[src/fsw_consts.svh]
// constants for the fault summary status word
`ifndef FSW_CONSTS_SVH
`define FSW_CONSTS_SVH

`define FSW_WORD_W 16
`define FSW_LOW_W 7
`define FSW_SRC_W 8
`define FSW_GRP_N 4
`define FSW_FRM_N 4
`define FSW_ADDR_W 8

`define FSW_BIT_RESTART 15
`define FSW_BIT_SUPPLY 14
`define FSW_BIT_CLOCK 13
`define FSW_BIT_LOGIC 12
`define FSW_BIT_OVERCURRENT 11
`define FSW_BIT_CHECK 10
`define FSW_BIT_TIMEOUT 9
`define FSW_BIT_EDGE 8
`define FSW_BIT_BADADDR 7

`define FSW_GRP_HI 14
`define FSW_GRP_LO 11
`define FSW_FRM_HI 10
`define FSW_FRM_LO 7

`define FSW_GRP_SUPPLY 3
`define FSW_GRP_CLOCK 2
`define FSW_GRP_LOGIC 1
`define FSW_GRP_OVERCURRENT 0
`define FSW_FRM_CHECK 3
`define FSW_FRM_TIMEOUT 2
`define FSW_FRM_EDGE 1
`define FSW_FRM_BADADDR 0

`define FSW_RST_RESTART 1'h0
`define FSW_RST_GRP 4'hf
`define FSW_RST_FRM 4'hf
`define FSW_RST_PENDING 4'h0
`define FSW_RST_LOW 7'h48
`define FSW_RST_UPPER 9'h0ff
`define FSW_ADDR_LIMIT 8'hff

`endif

[src/fsw_pkg.sv]
// types and shared decoding for the fault summary status word
`default_nettype none
package fsw_pkg;
	`include "fsw_consts.svh"

	typedef logic [`FSW_SRC_W-1:0] fsw_src_t;

	typedef struct packed {
		logic [`FSW_GRP_N-1:0] flag_n;
	} fsw_sum_state_t;

	typedef struct packed {
		logic [`FSW_FRM_N-1:0] pending;
		logic [`FSW_FRM_N-1:0] shown_n;
	} fsw_frm_state_t;

	typedef struct packed {
		logic restart;
		logic [`FSW_WORD_W-1:0] word;
		logic [`FSW_FRM_N-1:0] seen;
	} fsw_top_state_t;

	// any source flag that is set and not masked
	function automatic logic fsw_any_active(input fsw_src_t flags, input fsw_src_t mask);
		fsw_any_active = |(flags & ~mask);
	endfunction : fsw_any_active

	function automatic logic fsw_bad_addr(input logic valid, input logic [`FSW_ADDR_W-1:0] addr);
		fsw_bad_addr = valid && (addr >= `FSW_ADDR_LIMIT);
	endfunction : fsw_bad_addr
endpackage : fsw_pkg
`default_nettype wire

[src/fsw_evt_if.sv]
// events and flag bits passed between the status word and its helpers
`timescale 1ns/1ps
`default_nettype none
`include "fsw_consts.svh"
interface fsw_evt_if;
	import fsw_pkg::*;
	logic frame_start;
	logic [`FSW_FRM_N-1:0] frame_err;
	logic [`FSW_GRP_N-1:0] wr_clear;
	logic [`FSW_GRP_N-1:0] sum_n;
	logic [`FSW_FRM_N-1:0] frame_n;

	modport top(output frame_start, output frame_err, output wr_clear, input sum_n, input frame_n);
	modport summ(input wr_clear, output sum_n);
	modport frm(input frame_start, input frame_err, output frame_n);
endinterface : fsw_evt_if
`default_nettype wire

[src/fsw_alarm_summary.sv]
// sticky active-low summaries of the four fault source groups
`timescale 1ns/1ps
`default_nettype none
`include "fsw_consts.svh"
module fsw_alarm_summary
	import fsw_pkg::*;
(
	input wire logic clk,
	input wire logic rst,
	input wire fsw_src_t [`FSW_GRP_N-1:0] flags,
	input wire fsw_src_t [`FSW_GRP_N-1:0] masks,
	fsw_evt_if.summ ev
);
	fsw_sum_state_t st_reg;
	fsw_sum_state_t st_next;
	logic [`FSW_GRP_N-1:0] active;

	genvar g;
	generate
		for (g = 0; g < `FSW_GRP_N; g++)
		begin : g_grp
			assign active[g] = fsw_any_active(flags[g], masks[g]);
		end
	endgenerate

	// an active source always wins over a write of one
	always_comb
	begin
		st_next = st_reg;
		for (int i = 0; i < `FSW_GRP_N; i++)
		begin
			if (active[i])
				st_next.flag_n[i] = 1'b0;
			else if (ev.wr_clear[i])
				st_next.flag_n[i] = 1'b1;
		end
	end

	always_ff @(posedge clk)
	begin
		if (rst)
			st_reg.flag_n <= `FSW_RST_GRP;
		else
			st_reg <= st_next;
	end

	assign ev.sum_n = st_reg.flag_n;
endmodule : fsw_alarm_summary
`default_nettype wire

[src/fsw_frame_errors.sv]
// per-frame serial error flags, shown during the frame after the fault
`timescale 1ns/1ps
`default_nettype none
`include "fsw_consts.svh"
module fsw_frame_errors
	import fsw_pkg::*;
(
	input wire logic clk,
	input wire logic rst,
	fsw_evt_if.frm ev
);
	fsw_frm_state_t st_reg;
	fsw_frm_state_t st_next;

	// an error in the cycle of frame_start still belongs to the ending frame
	always_comb
	begin
		st_next = st_reg;
		if (ev.frame_start)
		begin
			st_next.shown_n = ~(st_reg.pending | ev.frame_err);
			st_next.pending = `FSW_RST_PENDING;
		end
		else
		begin
			st_next.pending = st_reg.pending | ev.frame_err;
		end
	end

	always_ff @(posedge clk)
	begin
		if (rst)
		begin
			st_reg.pending <= `FSW_RST_PENDING;
			st_reg.shown_n <= `FSW_RST_FRM;
		end
		else
		begin
			st_reg <= st_next;
		end
	end

	assign ev.frame_n = st_reg.shown_n;
endmodule : fsw_frame_errors
`default_nettype wire

[src/fsw_fault_summary_word.sv]
// fault summary status word: restart indicator, group summaries, frame errors
//
// Behaviour
// restart indicator reads 0 after reset; writing one sets it back to 1.
// supply summary low while unmasked supply flag set; write one restores once clear.
// clock summary low while unmasked clock flag set; write one restores once clear.
// logic summary low while unmasked digital flag set; write one restores once clear.
// overcurrent summary low while unmasked comparator flag set; write one restores once clear.
// checksum error of a frame shows low in the next frame, then returns high.
// timeout of a frame shows low in the next frame, then returns high.
// wrong serial edge count shows low in the next frame, then returns high.
// access to address FFh or above shows low in the next frame.
// all fault flags are active low and read 1 after reset.
// zero writes and writes to per-frame flags change nothing.
`timescale 1ns/1ps
`default_nettype none
`include "fsw_consts.svh"
module fsw_fault_summary_word
	import fsw_pkg::*;
(
	input wire logic clk,
	input wire logic rst,
	input wire logic [`FSW_SRC_W-1:0] supply_src_flags,
	input wire logic [`FSW_SRC_W-1:0] supply_src_mask,
	input wire logic [`FSW_SRC_W-1:0] clock_src_flags,
	input wire logic [`FSW_SRC_W-1:0] clock_src_mask,
	input wire logic [`FSW_SRC_W-1:0] logic_src_flags,
	input wire logic [`FSW_SRC_W-1:0] logic_src_mask,
	input wire logic [`FSW_SRC_W-1:0] overcurrent_source_flags,
	input wire logic [`FSW_SRC_W-1:0] overcurrent_src_mask,
	input wire logic frame_start,
	input wire logic frame_check_fail,
	input wire logic frame_timeout_fail,
	input wire logic frame_edge_fail,
	input wire logic reg_access_valid,
	input wire logic [`FSW_ADDR_W-1:0] reg_access_addr,
	input wire logic status_wr_en,
	input wire logic [`FSW_WORD_W-1:0] status_wr_data,
	input wire logic [`FSW_LOW_W-1:0] low_fields,
	output logic [`FSW_WORD_W-1:0] status_word,
	output logic restart_indicator_n,
	output logic supply_alarm_summary_n,
	output logic clock_alarm_summary_n,
	output logic logic_alarm_summary_n,
	output logic overcurrent_alarm_summary_n,
	output logic frame_check_error_n,
	output logic frame_timeout_error_n,
	output logic serial_edge_count_error_n,
	output logic bad_address_error_n
);
	fsw_top_state_t st_reg;
	fsw_top_state_t st_next;
	fsw_src_t [`FSW_GRP_N-1:0] grp_flags;
	fsw_src_t [`FSW_GRP_N-1:0] grp_masks;
	logic bad_access;
	logic restart_wr;
	logic [`FSW_WORD_W-1:0] word_live;

	fsw_evt_if ev ();

	assign grp_flags[`FSW_GRP_SUPPLY] = supply_src_flags;
	assign grp_flags[`FSW_GRP_CLOCK] = clock_src_flags;
	assign grp_flags[`FSW_GRP_LOGIC] = logic_src_flags;
	assign grp_flags[`FSW_GRP_OVERCURRENT] = overcurrent_source_flags;
	assign grp_masks[`FSW_GRP_SUPPLY] = supply_src_mask;
	assign grp_masks[`FSW_GRP_CLOCK] = clock_src_mask;
	assign grp_masks[`FSW_GRP_LOGIC] = logic_src_mask;
	assign grp_masks[`FSW_GRP_OVERCURRENT] = overcurrent_src_mask;

	// only the write-one-to-clear bits are passed on; bits 10..7 and zeros are dropped
	assign ev.wr_clear = status_wr_en ? status_wr_data[`FSW_GRP_HI:`FSW_GRP_LO] : `FSW_RST_PENDING;
	assign restart_wr = status_wr_en && status_wr_data[`FSW_BIT_RESTART];

	assign bad_access = fsw_bad_addr(reg_access_valid, reg_access_addr);
	assign ev.frame_start = frame_start;
	assign ev.frame_err[`FSW_FRM_CHECK] = frame_check_fail;
	assign ev.frame_err[`FSW_FRM_TIMEOUT] = frame_timeout_fail;
	assign ev.frame_err[`FSW_FRM_EDGE] = frame_edge_fail;
	assign ev.frame_err[`FSW_FRM_BADADDR] = bad_access;

	fsw_alarm_summary u_summary (
		.clk(clk),
		.rst(rst),
		.flags(grp_flags),
		.masks(grp_masks),
		.ev(ev.summ)
	);

	fsw_frame_errors u_frame (
		.clk(clk),
		.rst(rst),
		.ev(ev.frm)
	);

	// the word as the helpers hold it now; bits 14..0 published one edge later
	always_comb
	begin
		word_live = {st_reg.restart, ev.sum_n, ev.frame_n, low_fields};
	end

	always_comb
	begin
		st_next = st_reg;
		if (restart_wr)
			st_next.restart = 1'b1;
		st_next.word = word_live;
		st_next.word[`FSW_BIT_RESTART] = st_next.restart;
		// errors seen since the last frame start, used only by the checks below
		if (frame_start)
			st_next.seen = `FSW_RST_PENDING;
		else
			st_next.seen = st_reg.seen | ev.frame_err;
	end

	always_ff @(posedge clk)
	begin
		if (rst)
		begin
			st_reg.restart <= `FSW_RST_RESTART;
			st_reg.word <= {`FSW_RST_UPPER, `FSW_RST_LOW};
			st_reg.seen <= `FSW_RST_PENDING;
		end
		else
		begin
			st_reg <= st_next;
		end
	end

	assign status_word = st_reg.word;
	assign restart_indicator_n = st_reg.word[`FSW_BIT_RESTART];
	assign supply_alarm_summary_n = st_reg.word[`FSW_BIT_SUPPLY];
	assign clock_alarm_summary_n = st_reg.word[`FSW_BIT_CLOCK];
	assign logic_alarm_summary_n = st_reg.word[`FSW_BIT_LOGIC];
	assign overcurrent_alarm_summary_n = st_reg.word[`FSW_BIT_OVERCURRENT];
	assign frame_check_error_n = st_reg.word[`FSW_BIT_CHECK];
	assign frame_timeout_error_n = st_reg.word[`FSW_BIT_TIMEOUT];
	assign serial_edge_count_error_n = st_reg.word[`FSW_BIT_EDGE];
	assign bad_address_error_n = st_reg.word[`FSW_BIT_BADADDR];

	// restart indicator
	a_restart_after_reset: assert property (@(posedge clk) $fell(rst) |-> !st_reg.restart && !status_word[15])
		else $error("restart indicator not low after reset");

	a_restart_stays_low: assert property (@(posedge clk) disable iff (rst)
		!st_reg.restart && !restart_wr |=> !st_reg.restart)
		else $error("restart indicator rose without a write of one");

	a_restart_write_one: assert property (@(posedge clk) disable iff (rst)
		restart_wr |=> st_reg.restart ##1 restart_indicator_n)
		else $error("write of one did not restore restart indicator");

	// group summaries
	a_supply_goes_low: assert property (@(posedge clk) disable iff (rst)
		fsw_any_active(supply_src_flags, supply_src_mask) |=> !ev.sum_n[3] ##1 !supply_alarm_summary_n)
		else $error("supply summary not low on unmasked flag");

	a_supply_sticky: assert property (@(posedge clk) disable iff (rst)
		!ev.sum_n[3] && !(status_wr_en && status_wr_data[14]) |=> !ev.sum_n[3])
		else $error("supply summary rose without a write of one");

	a_supply_restore: assert property (@(posedge clk) disable iff (rst)
		status_wr_en && status_wr_data[14] && !fsw_any_active(supply_src_flags, supply_src_mask)
		|=> ev.sum_n[3])
		else $error("supply summary not restored by write of one");

	a_clock_goes_low: assert property (@(posedge clk) disable iff (rst)
		fsw_any_active(clock_src_flags, clock_src_mask) |=> !ev.sum_n[2] ##1 !clock_alarm_summary_n)
		else $error("clock summary not low on unmasked flag");

	a_clock_restore: assert property (@(posedge clk) disable iff (rst)
		status_wr_en && status_wr_data[13] && !fsw_any_active(clock_src_flags, clock_src_mask)
		|=> ev.sum_n[2])
		else $error("clock summary not restored by write of one");

	a_logic_goes_low: assert property (@(posedge clk) disable iff (rst)
		fsw_any_active(logic_src_flags, logic_src_mask) |=> !ev.sum_n[1] ##1 !logic_alarm_summary_n)
		else $error("logic summary not low on unmasked flag");

	a_logic_sticky: assert property (@(posedge clk) disable iff (rst)
		!ev.sum_n[1] && !(status_wr_en && status_wr_data[12]) |=> !ev.sum_n[1])
		else $error("logic summary rose without a write of one");

	a_overcurrent_low: assert property (@(posedge clk) disable iff (rst)
		fsw_any_active(overcurrent_source_flags, overcurrent_src_mask)
		|=> !ev.sum_n[0] ##1 !overcurrent_alarm_summary_n)
		else $error("overcurrent summary not low on unmasked flag");

	a_overcurrent_restore: assert property (@(posedge clk) disable iff (rst)
		status_wr_en && status_wr_data[11]
		&& !fsw_any_active(overcurrent_source_flags, overcurrent_src_mask) |=> ev.sum_n[0])
		else $error("overcurrent summary not restored by write of one");

	// per-frame errors
	a_check_next_frame: assert property (@(posedge clk) disable iff (rst)
		frame_start |=> ev.frame_n[3] == !$past(st_reg.seen[3] || frame_check_fail))
		else $error("checksum error flag wrong at frame start");

	a_timeout_next_frame: assert property (@(posedge clk) disable iff (rst)
		frame_start |=> ev.frame_n[2] == !$past(st_reg.seen[2] || frame_timeout_fail))
		else $error("timeout error flag wrong at frame start");

	a_edge_next_frame: assert property (@(posedge clk) disable iff (rst)
		frame_start |=> ev.frame_n[1] == !$past(st_reg.seen[1] || frame_edge_fail))
		else $error("edge count error flag wrong at frame start");

	a_badaddr_next_frame: assert property (@(posedge clk) disable iff (rst)
		frame_start && (st_reg.seen[0] || (reg_access_valid && reg_access_addr == 8'hff))
		|=> !ev.frame_n[0] ##1 !bad_address_error_n)
		else $error("bad address flag not low in following frame");

	a_frame_flags_hold: assert property (@(posedge clk) disable iff (rst)
		!frame_start |=> $stable(ev.frame_n))
		else $error("frame error flags changed inside a frame");

	// reset values, ignored writes and the registered word
	a_flags_reset_high: assert property (@(posedge clk) $fell(rst) |-> status_word[15:7] == 9'h0ff
		&& ev.sum_n == 4'hf && ev.frame_n == 4'hf)
		else $error("fault flags not at no-fault value after reset");

	a_zero_write_ignored: assert property (@(posedge clk) disable iff (rst)
		status_wr_en && status_wr_data[14:11] == 4'h0 && ev.sum_n == 4'hf
		&& !fsw_any_active(supply_src_flags, supply_src_mask) |=> ev.sum_n[3])
		else $error("zero write disturbed a summary flag");

	a_word_follows: assert property (@(posedge clk) disable iff (rst)
		1'b1 |=> status_word[14:0] == $past(word_live[14:0]))
		else $error("status word does not follow its flags");
endmodule : fsw_fault_summary_word
`default_nettype wire

[config.mk]
export PLATFORM = sky130hd
export DESIGN_NAME = fsw_fault_summary_word
export DESIGN_NICKNAME = d
export VERILOG_FILES = /design/src/fsw_pkg.sv /design/src/fsw_evt_if.sv /design/src/fsw_alarm_summary.sv /design/src/fsw_frame_errors.sv /design/src/fsw_fault_summary_word.sv
export VERILOG_INCLUDE_DIRS = /design/src
export SDC_FILE = /design/constraint.sdc
export NUM_CORES = 1
export LEC_CHECK = 0
export ABC_AREA = 1
export BUFFER_PORTS_ARGS = -buffer_cell sky130_fd_sc_hd__buf_2
export CORE_ASPECT_RATIO = 0.5
export CORE_MARGIN = 5
export CORE_UTILIZATION = 38
export DETAILED_ROUTE_END_ITERATION = 16
export PLACE_DENSITY = 0.95
export SKIP_LAST_GASP = 1
export SYNTH_ARGS = -nofsm -noshare
export SYNTH_HDL_FRONTEND = slang
export SYNTH_SLANG_ARGS = --single-unit
[constraint.sdc]
create_clock -name clk -period 1.3 [get_ports clk]
set_input_delay 0.26 -clock clk [delete_from_list [all_inputs] [get_ports clk]]
set_output_delay 0.26 -clock clk [all_outputs]
set_load 0.02 [all_outputs]
# After elaboration in Yosys (flattened, before gate mapping)
# Cells that the tools add are included.
[totals]
reg_bits = 29
output_inout_bits = 25
word_cells = 40
[op_classes]
magnitude_cmp = 1
mux = 10
bitwise_logic = 10
reduce_logical = 11
[op_table]
columns = ["op", "n"]
rows = [
  ["$and 8x8->8", 4],
  ["$not 8->8", 4],
  ["$reduce_or 8->1", 4],
  ["$mux 1", 9],
  ["$ge 8x8->1 const B", 1],
  ["$reduce_bool 2->1", 4],
  ["$mux 4", 1],
  ["$not 4->4", 1],
  ["$or 4x4->4", 1],
  ["$logic_and 1x1->1", 2],
  ["$reduce_or 2->1", 1],
]

# Depth between registers and ports, before layout
[logic_depth]
word_depth = 4
mapped_depth = 6
depth_no_buf = 6

# By module
# A second synthesis with hierarchy kept.
[hier_totals]
hier_cells = 200
area_unflattened_um2 = 1327.5
[by_module_without_submodules]
columns = ["mod", "instances", "cells_per_inst", "area_per_inst_um2", "seq_area_each_um2"]
rows = [
  ["fsw_fault_summary_word", 1, 64, 569.3, 320.3],
  ["fsw_alarm_summary", 1, 101, 474.2, 80.1],
  ["fsw_frame_errors", 1, 35, 284.0, 160.2],
]

# Worst setup path after synthesis
# OpenSTA, ideal clock, no wires.
[synth_timing]
path_kind = "register to output"
start = "register, netlist name st_reg[20]"
end = "output port status_word[15]"
t_arrival_ps = 617
t_required_ps = 1040
setup_slack_ps = 423
path_stages_with_launch = 2
n_path_buf = 1
cell_sequence = "dfxtp_1 -> buf_4"
[synth_rtl]
columns = ["item", "line", "text"]
rows = [
  ["end, declared", "fsw_fault_summary_word.sv:40", "output logic [`FSW_WORD_W-1:0] status_word,"],
]

==> impl_metrics.sql <==
INSERT INTO impl_metrics (metric_group, metric, value, unit) VALUES
('outcome', 'outcome', 'completed', ''),
('worst_hold_path', 'hold_depth', '2', ''),
('floorplan', 'placeable_core_area', '0.00310', 'mm2'),
('critical_path', 'worstPathArrival', '0.80', 'ns'),
('timing', 'period_needed', '1.06', 'ns'),
('worst_hold_path', 'hold_path_class', 'in2reg', ''),
('route', 'detail_route.wirelength', '3540', 'um'),
('critical_path', 'path_cells', 'buf_2', ''),
('power_and_ir_drop', 'p_comb_share', '19.0', '%'),
('timing', 'worstMarginPinSlew', '0.318', 'ns'),
('power_and_ir_drop', 'net-switching-power', '0.458', 'mW'),
('critical_path', 'crit_cells', '1', ''),
('power_and_ir_drop', 'intPower', '1.50', 'mW'),
('grt', 'global_route.usage.total', '14.4', '%'),
('synth', 'syn-num-nets', '294', ''),
('power_and_ir_drop', 'report.power.total', '1.96', 'mW'),
('critical_path', 'timing.critical_path.slowest_stage_cell', 'dfxtp_1', ''),
('layout', 'flow.area_growth_from_synthesis', '48.5', '%'),
('clock_tree', 'cts_htree_levels', '1', ''),
('grt', 'grt_antenna_before_repair', '0', ''),
('route', 'routed_via_density', '4.22', ''),
('power_and_ir_drop', 'netSwitchingFraction', '23.4', '%'),
('layout', 'finalNetCount', '404', ''),
('power_and_ir_drop', 'p_leak', '1.17', 'nW'),
('clock_tree', 'cts_setup_buffers', '0', ''),
('synth', 'synthTopCellsByArea', 'dfxtp_1 44%, nand2_1 17%, inv_1 12%', ''),
('placement', 'gp_congestion', '0.828', ''),
('layout', 'drive_above_1_share', '41.0', '%'),
('timing', 'rsz0062_at_grt', 'no', ''),
('timing', 'worst_slew_margin_rel', '78.8', '%'),
('synth', 'post_synth_edffs', '0', ''),
('layout', 'post-route-util', '60.8', '%'),
('synth', 'synthesis.area', '0.00127', 'mm2'),
('power_and_ir_drop', 'seqPwrFrac', '47.3', '%'),
('route', 'postRouteAntennaNets', '0', ''),
('critical_path', 'crit_type', 'reg2out', ''),
('floorplan', 'starting_density_of_the_core', '41.0', '%'),
('timing', 'achievable-frequency', '940', 'MHz'),
('synth', 'ys_warn_count', '0', ''),
('timing', 'report.final.hold_viol_count', '0', ''),
('floorplan', 'fp-row-count', '14', ''),
('placement', 'placed_instances', '336', ''),
('timing', 'final-max-slew-violation-count', '0', ''),
('synth', 'synth_cell_type_count', '12', ''),
('timing', 'setup_viol', '0', ''),
('timing', 'setup_total_negative_slack', '0', 'ns'),
('synth', 'mean_cell_area_of_the_mapped_netlist', '6.65', 'um2'),
('clock_tree', 'clock_sink_count', '28', ''),
('placement', 'preCtsSetupSlack', '0.322', 'ns'),
('route', 'detail_route.iter0.violations', '54', ''),
('critical_path', 'worstSetupEndpointType', 'output port', ''),
('critical_path', 'critPathMaxStageDelay', '0.36', 'ns'),
('grt', 'global_route.usage.met2', '32.3', '%'),
('critical_path', 'worst_setup_path_start_kind', 'flip-flop', ''),
('clock_tree', 'clock-root-buffer', 'clkbuf_8', ''),
('clock_tree', 'tritoncts', 'done', ''),
('floorplan', 'die_height', '50.9', 'um'),
('route', 'detail_route.first_pass.iterations', '4', ''),
('clock_tree', 'worst_skew_pair.late_latency', '0.27', 'ns'),
('layout', 'layoutNonFillerInstCount', '340', ''),
('critical_path', 'crit_required', '1.04', 'ns'),
('critical_path', 'cp_num_buf_inv', '1', ''),
('layout', 'flip_flop_count_of_the_largest_register_after_layout', '15', ''),
('grt', 'grt_busiest_layer', 'met2', ''),
('timing', 'fin_skew', '0.00280', 'ns'),
('floorplan', 'die_area', '0.00467', 'mm2'),
('placement', 'place.detailed.hpwl', '3150', 'um'),
('timing', 'timing.final.ws_setup', '0.236', 'ns'),
('power_and_ir_drop', 'power.clock.fraction', '33.7', '%'),
('grt', 'met3_usage', '2.93', '%'),
('power_and_ir_drop', 'power_density', '1040', 'mW/mm2');
[worst paths after layout]
check | slack [ns] | startpoint | endpoint
setup / recovery | 0.24 | st_reg[20] | status_word[15]
hold / removal | 0.17 | low_fields[6] | status_word[6]
setup reg to reg | 0.55 | u_summary.ev.sum_n[0] | u_summary.ev.sum_n[0]
hold reg to reg | 0.45 | u_frame.ev.frame_n[0] | status_word[7]
[logic make-up after synthesis]
family          count (synthesis)  share of synthesized area (%)
buf+inv                        55                           19.8
flops                          28                           44.1
compound gates                 14                           5.52
simple gates                   94                           30.5
[final cells by class]
type,count,area (um2)
clock buffer,3,41.3
clock inverter,1,30.0
fill,292,1210
inverter,44,165
multi-input combinational,108,458
sequential,28,561
tap,40,50.0
timing repair buffer,116,581
[per-layer routing]
metal  up-vias  wire length (um)
met2        50              2110
met3         2               215
li1        761                 -
met4         0                15
met5         -                 0
met1       623              1190
[placed cells by master (no fill, tap or decap), drive strengths merged]
cell type,instances
buf,116
nand2,56
inv,44
dfxtp,28
nor2,22
a21oi,10
or2,10
nand3,6
o21ai,4
clkbuf,3
bufinv,1
[power by group through the flow]
| stage | Combinational [mW] | Clock [mW] | Sequential, mW |
|---|---|---|---|
| floorplan | 0.164 | 0 | 0.977 |
| global placement | 0.358 | 0 | 0.943 |
| detailed placement | 0.373 | 0 | 0.946 |
| CTS | 0.375 | 0.670 | 0.927 |
| global route | 0.415 | 0.718 | 0.932 |
| finish | 0.371 | 0.659 | 0.926 |
Power figures use the tool's default switching activity.
